[config.mk]
export PLATFORM = sky130hd
export DESIGN_NAME = mmsc_channel
export DESIGN_NICKNAME = d
export VERILOG_FILES = /design/src/shared/mmsc_pkg.sv /design/src/core/mmsc_channel.sv
export VERILOG_INCLUDE_DIRS = /design/src /design/src/shared
export SDC_FILE = /design/constraint.sdc
export NUM_CORES = 1
export LEC_CHECK = 0
export BUFFER_PORTS_ARGS = -buffer_cell sky130_fd_sc_hd__buf_4
export CELL_PAD_IN_SITES_DETAIL_PLACEMENT = 1
export CELL_PAD_IN_SITES_GLOBAL_PLACEMENT = 1
export CORE_MARGIN = 2
export CORE_UTILIZATION = 41
export CTS_BUF_LIST = sky130_fd_sc_hd__clkbuf_4
export DETAILED_ROUTE_END_ITERATION = 8
export HOLD_SLACK_MARGIN = 0.06
export PLACE_DENSITY = 0.93
export SKIP_LAST_GASP = 1
export SLEW_MARGIN = 20
export SYNTH_ARGS = -nofsm -noshare
export SYNTH_HDL_FRONTEND = slang
export SYNTH_SLANG_ARGS = --single-unit
[constraint.sdc]
create_clock -name i_ref_clk -period 2.6 [get_ports i_ref_clk]
set_input_delay 0.78 -clock i_ref_clk [delete_from_list [all_inputs] [get_ports i_ref_clk]]
set_output_delay 0.78 -clock i_ref_clk [all_outputs]
set_load 0.01 [all_outputs]
[src/shared/mmsc_consts.svh]
// offsets, field positions, reset values and clock divider counts of the serial channel
// assumes an apb slave with 32-bit data and one aligned word per register
`ifndef MMSC_CONSTS_SVH
`define MMSC_CONSTS_SVH
`define MMSC_OFF_MODE      12'h000
`define MMSC_OFF_SHIFT     12'h004
`define MMSC_OFF_SVA       12'h008
`define MMSC_OFF_CTRL      12'h00c
`define MMSC_OFF_BITS      12'h010
`define MMSC_MODE_RESET    8'h00
`define MMSC_B_MODE0       2
`define MMSC_B_MODE1       3
`define MMSC_B_PINSEL      4
`define MMSC_B_WAKE        5
`define MMSC_B_MATCH       6
`define MMSC_B_ENABLE      7
`define MMSC_C_DONE        0
`define MMSC_C_BUSYEN      1
`define MMSC_C_LSBF        2
`define MMSC_C_FCLK        3
`define MMSC_C_FDAT        4
`define MMSC_C_ACTIVE      5
`define MMSC_C_BUSY        6
`define MMSC_DIV16_HALF    4'h7
`define MMSC_DIV8_HALF     4'h3
`define MMSC_LAST_BIT      3'h7
`endif

[src/shared/mmsc_pkg.sv]
// types of the serial channel: operating modes and clock sources
// constants live in mmsc_consts.svh
package mmsc_pkg;
  typedef enum logic [1:0] {
    MMSC_HALT,
    MMSC_THREE_WIRE,
    MMSC_BUS,
    MMSC_TWO_WIRE
  } mmsc_mode_t;
  typedef enum logic [1:0] {
    MMSC_CLK_EXT,
    MMSC_CLK_TIMER,
    MMSC_CLK_DIV16,
    MMSC_CLK_DIV8
  } mmsc_clk_t;
endpackage : mmsc_pkg

[src/core/mmsc_channel.sv]
// multimode clocked serial channel zero with apb register access
// assumes all pin inputs are asynchronous; timer toggle input is on i_ref_clk
// Behaviour
// - four modes: halt, three-wire, two-wire and addressed bus mode
// - three-wire shifts 8 bits full duplex on clock, out and in lines
// - three-wire order selectable msb/lsb first; other modes msb first
// - two-wire uses one open-drain data line; software forces both line levels
// - bus mode receiver compares every received byte with the slave address in hardware
// - mode control register resets to all zero
// - top three control bits writable singly; bit 6 ignores writes
// - clock select: external, timer toggle, fx/16, fx/8; internal drives clock pin
// - mode bits pick three-wire, bus or two-wire and the open-drain data pin
// - wake clear: done request after every transfer
// - wake set in bus mode: line released, done only on address match
// - wake does not end busy; busy ends at next falling clock after release
// - address match flag reads slave address equal to shift register
// - match flag valid only outside a transfer
// - whole-register write leaves the match flag unaffected
// - enable clear stops shifting, clears counter, holds flag, pins to port
// - enable clear means halt whatever the mode bits
`timescale 1ns/1ps
`include "mmsc_consts.svh"
module mmsc_channel (
  input  wire logic        i_ref_clk,
  input  wire logic        i_rst,
  input  wire logic        psel,
  input  wire logic        penable,
  input  wire logic        pwrite,
  input  wire logic [11:0] paddr,
  input  wire logic [31:0] pwdata,
  output logic      [31:0] prdata,
  output logic             pready,
  output logic             pslverr,
  input  wire logic        i_timer_toggle_output,
  input  wire logic        i_shift_clock_pin,
  output logic             o_shift_clock_pin,
  output logic             o_shift_clock_pin_oe,
  output logic             o_serial_out_pin,
  output logic             o_serial_out_pin_oe,
  input  wire logic        i_serial_in_pin,
  input  wire logic        i_bus_data_line_a,
  output logic             o_bus_data_line_a,
  output logic             o_bus_data_line_a_oe,
  input  wire logic        i_bus_data_line_b,
  output logic             o_bus_data_line_b,
  output logic             o_bus_data_line_b_oe,
  output logic             o_pins_to_port,
  output logic             o_transfer_done_request
);
  typedef struct packed {
    logic [7:0]  mode;
    logic [7:0]  sreg;
    logic [7:0]  slave_address_reg;
    logic        done;
    logic        busy_en;
    logic        lsb_first;
    logic        force_clk_lo;
    logic        force_dat_lo;
    logic        busy;
    logic        active;
    logic [2:0]  cnt;
    logic [3:0]  div;
    logic        sck_lvl;
    logic [3:0]  sync1;
    logic [3:0]  sync2;
    logic        sck_prev;
    logic        tmr_prev;
    logic [31:0] rdata;
    logic        ack;
    logic        err;
  } mmsc_state_t;

  mmsc_state_t st_reg;
  mmsc_state_t st_next;

  mmsc_pkg::mmsc_mode_t mode_now;
  mmsc_pkg::mmsc_clk_t  clk_sel;
  logic       enabled;
  logic       internal_clk;
  logic       tick;
  logic       rise_evt;
  logic       fall_evt;
  logic       in_bit;
  logic       out_bit;
  logic       addr_match;
  logic       shifted_match;
  logic       setup;
  logic       wr_acc;
  logic       mapped;
  logic [3:0] half;
  logic [7:0] shifted;

  // halt whenever enable is clear, mode bits ignored
  always_comb
  begin
    enabled = st_reg.mode[`MMSC_B_ENABLE];
    clk_sel = mmsc_pkg::mmsc_clk_t'(st_reg.mode[1:0]);
    if (!enabled)
      mode_now = mmsc_pkg::MMSC_HALT;
    else if (!st_reg.mode[`MMSC_B_MODE1])
      mode_now = mmsc_pkg::MMSC_THREE_WIRE;
    else if (!st_reg.mode[`MMSC_B_MODE0])
      mode_now = mmsc_pkg::MMSC_BUS;
    else
      mode_now = mmsc_pkg::MMSC_TWO_WIRE;
  end

  // shift clock sources; synchronised sck pin for the external case
  always_comb
  begin
    internal_clk = (clk_sel != mmsc_pkg::MMSC_CLK_EXT);
    half = (clk_sel == mmsc_pkg::MMSC_CLK_DIV16) ? `MMSC_DIV16_HALF : `MMSC_DIV8_HALF;
    unique case (clk_sel)
      mmsc_pkg::MMSC_CLK_EXT:   tick = 1'b0;
      mmsc_pkg::MMSC_CLK_TIMER: tick = i_timer_toggle_output != st_reg.tmr_prev;
      mmsc_pkg::MMSC_CLK_DIV16,
      mmsc_pkg::MMSC_CLK_DIV8:  tick = st_reg.div == half;
    endcase
    if (internal_clk)
    begin
      rise_evt = tick && !st_reg.sck_lvl && st_reg.active;
      // an idle tick counts as a falling edge so busy can end without a transfer
      fall_evt = tick && (st_reg.sck_lvl || !st_reg.active);
    end
    else
    begin
      rise_evt = st_reg.sync2[0] && !st_reg.sck_prev;
      fall_evt = !st_reg.sync2[0] && st_reg.sck_prev;
    end
    // second stages only: 0 sck, 1 serial in, 2 line a, 3 line b
    if (mode_now == mmsc_pkg::MMSC_THREE_WIRE)
      in_bit = st_reg.sync2[1];
    else
      in_bit = st_reg.mode[`MMSC_B_PINSEL] ? st_reg.sync2[3] : st_reg.sync2[2];
  end

  // lsb-first only honoured in three-wire mode
  always_comb
  begin
    if (st_reg.lsb_first && mode_now == mmsc_pkg::MMSC_THREE_WIRE)
    begin
      out_bit = st_reg.sreg[0];
      shifted = {in_bit, st_reg.sreg[7:1]};
    end
    else
    begin
      out_bit = st_reg.sreg[7];
      shifted = {st_reg.sreg[6:0], in_bit};
    end
    addr_match = st_reg.slave_address_reg == st_reg.sreg;
    shifted_match = st_reg.slave_address_reg == shifted;
    setup = psel && !penable;
    wr_acc = psel && penable && pready && pwrite;
    mapped = paddr == `MMSC_OFF_MODE || paddr == `MMSC_OFF_SHIFT || paddr == `MMSC_OFF_SVA
          || paddr == `MMSC_OFF_CTRL || paddr == `MMSC_OFF_BITS;
  end

  always_comb
  begin
    st_next = st_reg;
    if (wr_acc && paddr == `MMSC_OFF_CTRL && pwdata[`MMSC_C_DONE])
      st_next.done = 1'b0;                        // a done set further down wins
    st_next.sync1 = {i_bus_data_line_b, i_bus_data_line_a, i_serial_in_pin, i_shift_clock_pin};
    st_next.sync2 = st_reg.sync1;
    st_next.sck_prev = st_reg.sync2[0];
    st_next.tmr_prev = i_timer_toggle_output;
    st_next.div = (tick || !enabled) ? 4'h0 : st_reg.div + 4'h1;
    // shifting and counting
    if (!enabled)
    begin
      st_next.active = 1'b0;
      st_next.cnt = 3'h0;
      st_next.sck_lvl = 1'b1;
    end
    else if (st_reg.active)
    begin
      if (internal_clk && tick)
        st_next.sck_lvl = !st_reg.sck_lvl;
      if (rise_evt)
      begin
        st_next.sreg = shifted;
        st_next.cnt = st_reg.cnt + 3'h1;
        if (st_reg.cnt == `MMSC_LAST_BIT)
        begin
          st_next.active = 1'b0;
          // wake only means something in bus mode
          if (!st_reg.mode[`MMSC_B_WAKE] || mode_now != mmsc_pkg::MMSC_BUS)
            st_next.done = 1'b1;
          else if (shifted_match)
            st_next.done = 1'b1;
          if (st_reg.busy_en && mode_now == mmsc_pkg::MMSC_BUS)
            st_next.busy = 1'b1;
        end
      end
    end
    // busy drops only at a falling clock once release is asked, wake has no say
    if (st_reg.busy && !st_reg.busy_en && fall_evt)
      st_next.busy = 1'b0;
    // register writes
    if (wr_acc)
    begin
      unique case (paddr)
        `MMSC_OFF_MODE:
        begin
          st_next.mode = pwdata[7:0];
          st_next.mode[`MMSC_B_MATCH] = 1'b0;
        end
        `MMSC_OFF_SHIFT:
        begin
          st_next.sreg = pwdata[7:0];
          st_next.active = enabled;
          st_next.cnt = 3'h0;
          st_next.sck_lvl = 1'b1;
          st_next.div = 4'h0;
        end
        `MMSC_OFF_SVA: st_next.slave_address_reg = pwdata[7:0];
        `MMSC_OFF_CTRL:
        begin
          st_next.busy_en = pwdata[`MMSC_C_BUSYEN];
          st_next.lsb_first = pwdata[`MMSC_C_LSBF];
          st_next.force_clk_lo = pwdata[`MMSC_C_FCLK];
          st_next.force_dat_lo = pwdata[`MMSC_C_FDAT];
        end
        `MMSC_OFF_BITS:
        begin
          // per-bit access to the top bits; mask in 15:8, bit 6 never written
          if (pwdata[8 + `MMSC_B_ENABLE])
            st_next.mode[`MMSC_B_ENABLE] = pwdata[`MMSC_B_ENABLE];
          if (pwdata[8 + `MMSC_B_WAKE])
            st_next.mode[`MMSC_B_WAKE] = pwdata[`MMSC_B_WAKE];
        end
        default: ;
      endcase
    end
    // read data captured in setup, answered in access
    st_next.ack = setup;
    st_next.err = setup && !mapped;
    if (setup)
    begin
      st_next.rdata = 32'h0;
      unique case (paddr)
        `MMSC_OFF_MODE:
        begin
          st_next.rdata[7:0] = st_reg.mode;
          st_next.rdata[`MMSC_B_MATCH] = addr_match;
        end
        `MMSC_OFF_SHIFT: st_next.rdata[7:0] = st_reg.sreg;
        `MMSC_OFF_SVA:   st_next.rdata[7:0] = st_reg.slave_address_reg;
        `MMSC_OFF_CTRL:
          st_next.rdata[6:0] = {st_reg.busy, st_reg.active, st_reg.force_dat_lo,
                                st_reg.force_clk_lo, st_reg.lsb_first, st_reg.busy_en,
                                st_reg.done};
        default: ;
      endcase
    end
  end

  always_ff @(posedge i_ref_clk or posedge i_rst)
  begin
    if (i_rst)
    begin
      st_reg <= '0;
      st_reg.mode <= `MMSC_MODE_RESET;
      st_reg.sck_lvl <= 1'b1;
    end
    else
      st_reg <= st_next;
  end
  // pins: open drain lines only ever pull low
  logic dat_low;
  logic bus_like;
  always_comb
  begin
    bus_like = mode_now == mmsc_pkg::MMSC_BUS || mode_now == mmsc_pkg::MMSC_TWO_WIRE;
    if (st_reg.busy)
      dat_low = 1'b1;
    else if (mode_now == mmsc_pkg::MMSC_BUS && st_reg.mode[`MMSC_B_WAKE])
      dat_low = 1'b0;
    else if (mode_now == mmsc_pkg::MMSC_TWO_WIRE && st_reg.force_dat_lo)
      dat_low = 1'b1;
    else
      dat_low = st_reg.active && !out_bit;
    o_shift_clock_pin = st_reg.sck_lvl
                     && !(mode_now == mmsc_pkg::MMSC_TWO_WIRE && st_reg.force_clk_lo);
    o_shift_clock_pin_oe = internal_clk;
    o_serial_out_pin = out_bit;
    o_serial_out_pin_oe = mode_now == mmsc_pkg::MMSC_THREE_WIRE;
    o_bus_data_line_a = 1'b0;
    o_bus_data_line_b = 1'b0;
    o_bus_data_line_a_oe = bus_like && !st_reg.mode[`MMSC_B_PINSEL] && dat_low;
    o_bus_data_line_b_oe = bus_like && st_reg.mode[`MMSC_B_PINSEL] && dat_low;
    o_pins_to_port = !enabled;
    o_transfer_done_request = st_reg.done;
    prdata = st_reg.rdata;
    pready = st_reg.ack && psel && penable;
    pslverr = st_reg.err && psel && penable;
  end
endmodule : mmsc_channel

After elaboration in Yosys (flattened, before gate mapping)
Cells that the tools add are included.
{ "word_totals": {"register_bits": 58, "out_inout_bits": 44, "wordCells": 154} }
{ "op_classes": {"n_addsub": 2, "n_eq_ne": 18, "mux": 46, "reduce_logical": 66} }
{ "ops": {"columns": ["op", "count"], "rows": [
  ["8-bit two-way mux", 6],
  ["1-bit logical AND", 30],
  ["7-bit case mux with 4 select lines", 1],
  ["12-bit by 4-bit equality test with 1-bit output, second input constant", 2],
  ["1-bit two-way mux", 24],
  ["9-bit two-way mux", 2],
  ["8-bit equality test", 2],
  ["16-bit two-way mux", 1],
  ["2-bit nonzero test", 7],
  ["12-bit by 3-bit equality test with 1-bit output, second input constant", 1],
  ["12-bit by 5-bit equality test with 1-bit output, second input constant", 1],
  ["1-bit zero test", 12],
  ["12-bit zero test", 1],
  ["5-bit two-way mux", 2],
  ["2-bit equality test, second input constant", 4],
  ["1-bit logical OR", 8],
  ["4-bit two-way mux", 2],
  ["2-bit two-way mux", 3],
  ["2-bit != test, second input constant", 3],
  ["1-bit case mux with 3 select lines", 2],
  ["2-bit AND reduction", 3],
  ["3-bit AND reduction", 2],
  ["5-bit AND reduction", 1],
  ["4-bit by 1-bit adder with 4-bit output, second input constant", 1],
  ["9 further kinds", 11]
]} }

Longest topological paths before layout
{ "depth": {"ltp_word": 13, "depth_mapped": 9, "ltp_nobuf": 7} }

Least setup slack after synthesis
No wires, ideal clock.
{ "synth_timing": {"path_kind": "reg-to-output", "startpoint": "reg st_reg, in the netlist enabled", "endpoint": "out o_bus_data_line_a_oe", "arrival_time_ns": 1.524, "required_ns": 1.820, "setup_slack_ns": 0.296, "stages_incl_launch_ff": 8, "path_buffers": 1, "cell_sequence": "dfrtp_1 buf_4 nand3b_4 mux2_2 o21ai_0 a21boi_0 o211ai_1 nor2_1"} }
{ "synth_via": {"elab_chain_cells": 10} }
{ "synth_rtl": {"columns": ["element", "line", "rtl"], "rows": [
  ["from (decl)", "mmsc_channel.sv:73", "mmsc_state_t st_reg;"],
  ["from (signal assigned)", "mmsc_channel.sv:267", "st_reg <= st_next;"],
  ["2-bit two-way mux", "mmsc_channel.sv:98", "if (!enabled)"],
  ["2-bit by 1-bit equality test with 1-bit output", "mmsc_channel.sv:140", "if (st_reg.lsb_first && mode_now == mmsc_pkg::MMSC_THREE_WIRE)"],
  ["1-bit logical AND", "mmsc_channel.sv:140", null],
  ["1-bit two-way mux", "mmsc_channel.sv:140", null],
  ["named net o_serial_out_pin", "mmsc_channel.sv:38", "output logic o_serial_out_pin,"],
  ["1-bit zero test", "mmsc_channel.sv:282", "dat_low = st_reg.active && !out_bit;"],
  ["1-bit logical AND", "mmsc_channel.sv:282", null],
  ["1-bit two-way mux", "mmsc_channel.sv:279", "else if (mode_now == mmsc_pkg::MMSC_TWO_WIRE && st_reg.force_dat_lo)"],
  ["1-bit two-way mux", "mmsc_channel.sv:277", "else if (mode_now == mmsc_pkg::MMSC_BUS && st_reg.mode[`MMSC_B_WAKE])"],
  ["1-bit two-way mux", "mmsc_channel.sv:275", "if (st_reg.busy)"],
  ["1-bit logical AND", "mmsc_channel.sv:290", "o_bus_data_line_a_oe = bus_like && !st_reg.mode[`MMSC_B_PINSEL] && dat_low;"],
  ["to (decl)", "mmsc_channel.sv:43", "output logic o_bus_data_line_a_oe,"]
]} }
The timed path passes the listed nets, and every way through them passes these cells.

Worst setup path in the final report
{ "layout_timing": {"startpoint": "reg st_reg[78] (netlist name)", "endpoint": "out o_bus_data_line_a_oe"} }
{ "layout_via": {"elab_chain_cells": 11} }
{ "layout_rtl": {"columns": ["element", "line", "rtl"], "rows": [
  ["2-bit two-way mux *", "mmsc_channel.sv:100", "else if (!st_reg.mode[`MMSC_B_MODE1])"],
  ["2-bit two-way mux *", "mmsc_channel.sv:98", null],
  ["2-bit by 1-bit equality test with 1-bit output", "mmsc_channel.sv:140", null],
  ["1-bit logical AND", "mmsc_channel.sv:140", null],
  ["1-bit two-way mux", "mmsc_channel.sv:140", null],
  ["1-bit zero test", "mmsc_channel.sv:282", null],
  ["1-bit logical AND", "mmsc_channel.sv:282", null],
  ["1-bit two-way mux", "mmsc_channel.sv:279", null],
  ["1-bit two-way mux", "mmsc_channel.sv:277", null],
  ["1-bit two-way mux", "mmsc_channel.sv:275", null],
  ["1-bit logical AND *", "mmsc_channel.sv:290", null]
]} }
Mark *: on every way between the ends. The rest lies on a longest branch, timed or not.

==> impl_metrics.tcl <==
set metrics [dict create \
    status "complete, but fails checks" \
    violations "setup timing" \
    hold_viol 0 \
    insertion_delay_ns 0.42 \
    multi_input_area_um2 1580 \
    place.gp.congestion 0.948 \
    min_period_ns 2.78 \
    critPathMaxStageDelay_ns 0.42 \
    maxSlewHeadroom_pct 58.8 \
    design.core.area_um2 7810 \
    p_leak_uw 0.00192 \
    whs_endpoint "st_next[35]" \
    hp-class "flip-flop to flip-flop" \
    cp_cell_sequence "nand3b_4, mux2_4, o21ai_2, a21boi_2, o211ai_1, nor2_1, buf_4" \
    port_buffers 49 \
    drc_errors 0 \
    cts.path.max_buffers 2 \
    setup_tns_ns -0.348 \
    ir_worst_vdd_mv 0.226 \
    synth_seq_area_share_pct 43.5 \
    vias 2637 \
    setup_viol_count_final 2 \
    cts_sinks 58 \
    async_flop_share_pct 100 \
    reg2reg_slack_ns 0.25 \
    start_util_pct 42.7 \
    seqCellArea_um2 1460 \
    syn2layout_area_growth_pct 17.5 \
    nets 440 \
    slowest_stage "dfrtp_2" \
    finalCritPeriodShare_pct 107 \
    layout_common_cells "buf_4 (65), dfrtp_1 (55), nand2_1 (34)" \
    synth_edf_count 0 \
    wl_per_cell_um 18.8 \
    htree_levels 3 \
    yosysWarnings 0 \
    drv_slew 0 \
    drtIter0Drc 187 \
    clk_pin_slew_ns 0.10 \
    grt_max_degree 28 \
    max_freq_mhz 359 \
    die_h_um 94.2 \
    timing.rr.end "o_transfer_done_request" \
    final_util_pct 50.2 \
    largest_reg_flops 41 \
    finalPower_uw 1880 \
    drive_gt1_share_pct 29.6 \
    ios 98 \
    synth_area_um2 3340 \
    fp-row-count 32 \
    fin_ws_ns -0.182 \
    clock-root-buffer "clkbuf_4" \
    layout_commonest_cell "buf_4" \
    worstReg2RegStart "st_reg[78]" \
    die_w_um 94.2 \
    syn_inst 327 \
    pre_cts_ws_ns 0.0186 \
    critical_path_class "flip-flop to output pin" \
    critPathMaxFanout 2 \
    grt_overflow 0 \
    dr.pass1.iters 4 \
    power.density_nw_per_um2 480 \
    worstMarginPinSlew_ns 0.617 \
    hpwl_um 6870 \
    grt_pass1_wl_um 14600 \
    drv_cap 0 \
    synthFlopType "dfrtp_1" \
    ys_ff_latch 58 \
    antennaDiodeCount 0 \
    vias_per_cell 5.38 \
    holdPathStages 0 \
    ant_nets 0 \
    reg2reg_depth 9 \
    numCtsBuffers 9 \
    cp.required_ns 1.82 \
    fill_cells 882 \
    fin_hold_ws_ns 0.359 \
    syn_avg_cell_area_um2 10.2 \
    cp-end-kind "output pin" \
    die-area_um2 8880 \
    synth_cell_type_count 56 \
    fin_skew_ns 0.0190 \
    first_global_vias 2804 \
    grt_antenna_before_repair 0 \
    worstPathArrival_ns 2.00 \
    grt_usage_pct 22.1 \
    cp-start-kind "flip-flop" \
    wl_um 9210 \
    worstHoldStart "st_next[36]" \
    cts_tree "yes" \
    rsz0062_at_grt "yes" \
]
-- cell families after synthesis --
kind of cell               share of synthesized area, %
AOI/OAI and AO/OA                                  13.0
xor gates and xnor gates                           4.20
adders and majority gates                          1.12
muxes                                              12.0
other                                             0.112
buffers and inverters                              12.3
and+or+nand+nor                                    13.8
DFF                                                43.5
-- critical path: cells and delay by family, from the launching register on --
family / cells / cell delay [ns]
AND/OR/NAND/NOR: 2 / 0.31
multiplexers: 1 / 0.32
buffers and inverters: 1 / 0.14
AO/OA/AOI/OAI: 3 / 0.40
flip-flops: 1 / 0.42
-- layout make-up --
| class | count | area share [%] |
|---|---|---|
| Tap cell | 102 | 3.26 |
| Inverter | 20 | 1.92 |
| Sequential cell | 58 | 37.1 |
| Timing Repair Buffer | 67 | 13.5 |
| Multi-Input combinational cell | 227 | 40.3 |
| Clock buffer | 11 | 2.11 |
| Clock inverter | 5 | 1.82 |
-- cell usage after synthesis, types with 4 or more instances --
cell | count | area (um^2)
nand2_1 | 34 | 128
buf_4 | 36 | 270
nor3_1 | 4 | 20.0
xnor2_1 | 8 | 70.1
o21ai_0 | 26 | 130
a22o_1 | 7 | 61.3
xor2_1 | 8 | 70.1
buf_2 | 6 | 30.0
mux2_2 | 12 | 135
nor2_1 | 15 | 56.3
mux4_2 | 6 | 135
dfrtp_1 | 57 | 1430
a21oi_1 | 13 | 65.1
mux2i_1 | 13 | 130
inv_1 | 20 | 75.1
nand3_1 | 7 | 35.0
and3_1 | 4 | 25.0
-- per-layer routing --
layer	up-vias	track usage (%)	wire (um)	part of all wire, %
li1	1199	-	-	-
met1	1332	28.2	4020	44
met2	89	36.8	4460	48
met3	17	3.77	543	5.9
met4	0	9.78	180	2.0
met5	-	0	0	0
-- where the power goes --
group	internal [uW]	switching [uW]	total, uW
sequential	931	23.7	955
combinational	78.5	105	184
clock	403	339	742
total	1410	469	1880
-- per-stage QoR --
stage	instance area (um^2)	cells
global route	3920	490
floorplan	3430	352
global placement	3710	468
CTS	3900	488
detailed placement	3710	468
finish	3920	490
-- timing repair --
item,in CTS,in global routing
hold endpoints to repair,0,0
setup endpoints to repair,2,2
buffers inserted,4,2
cloned,0,0
hold buffers,0,0
pin swaps,3,2
resized for setup,6,1
-- how the worst max path moves through the flow --
stage                from              endpoint  slack, ns
3_5_place_dp     paddr[7]            st_reg[65]       0.02
4_1_cts        st_reg[78]  o_bus_data_line_a_oe      -0.23
3_3_place_gp     paddr[7]            st_reg[66]       0.08
5_1_grt        st_reg[78]  o_bus_data_line_a_oe      -0.30
6_report       st_reg[78]  o_bus_data_line_a_oe      -0.18
2_1_floorplan     enabled  o_bus_data_line_a_oe       0.30
Note: power is estimated with default switching activity, not from simulation.
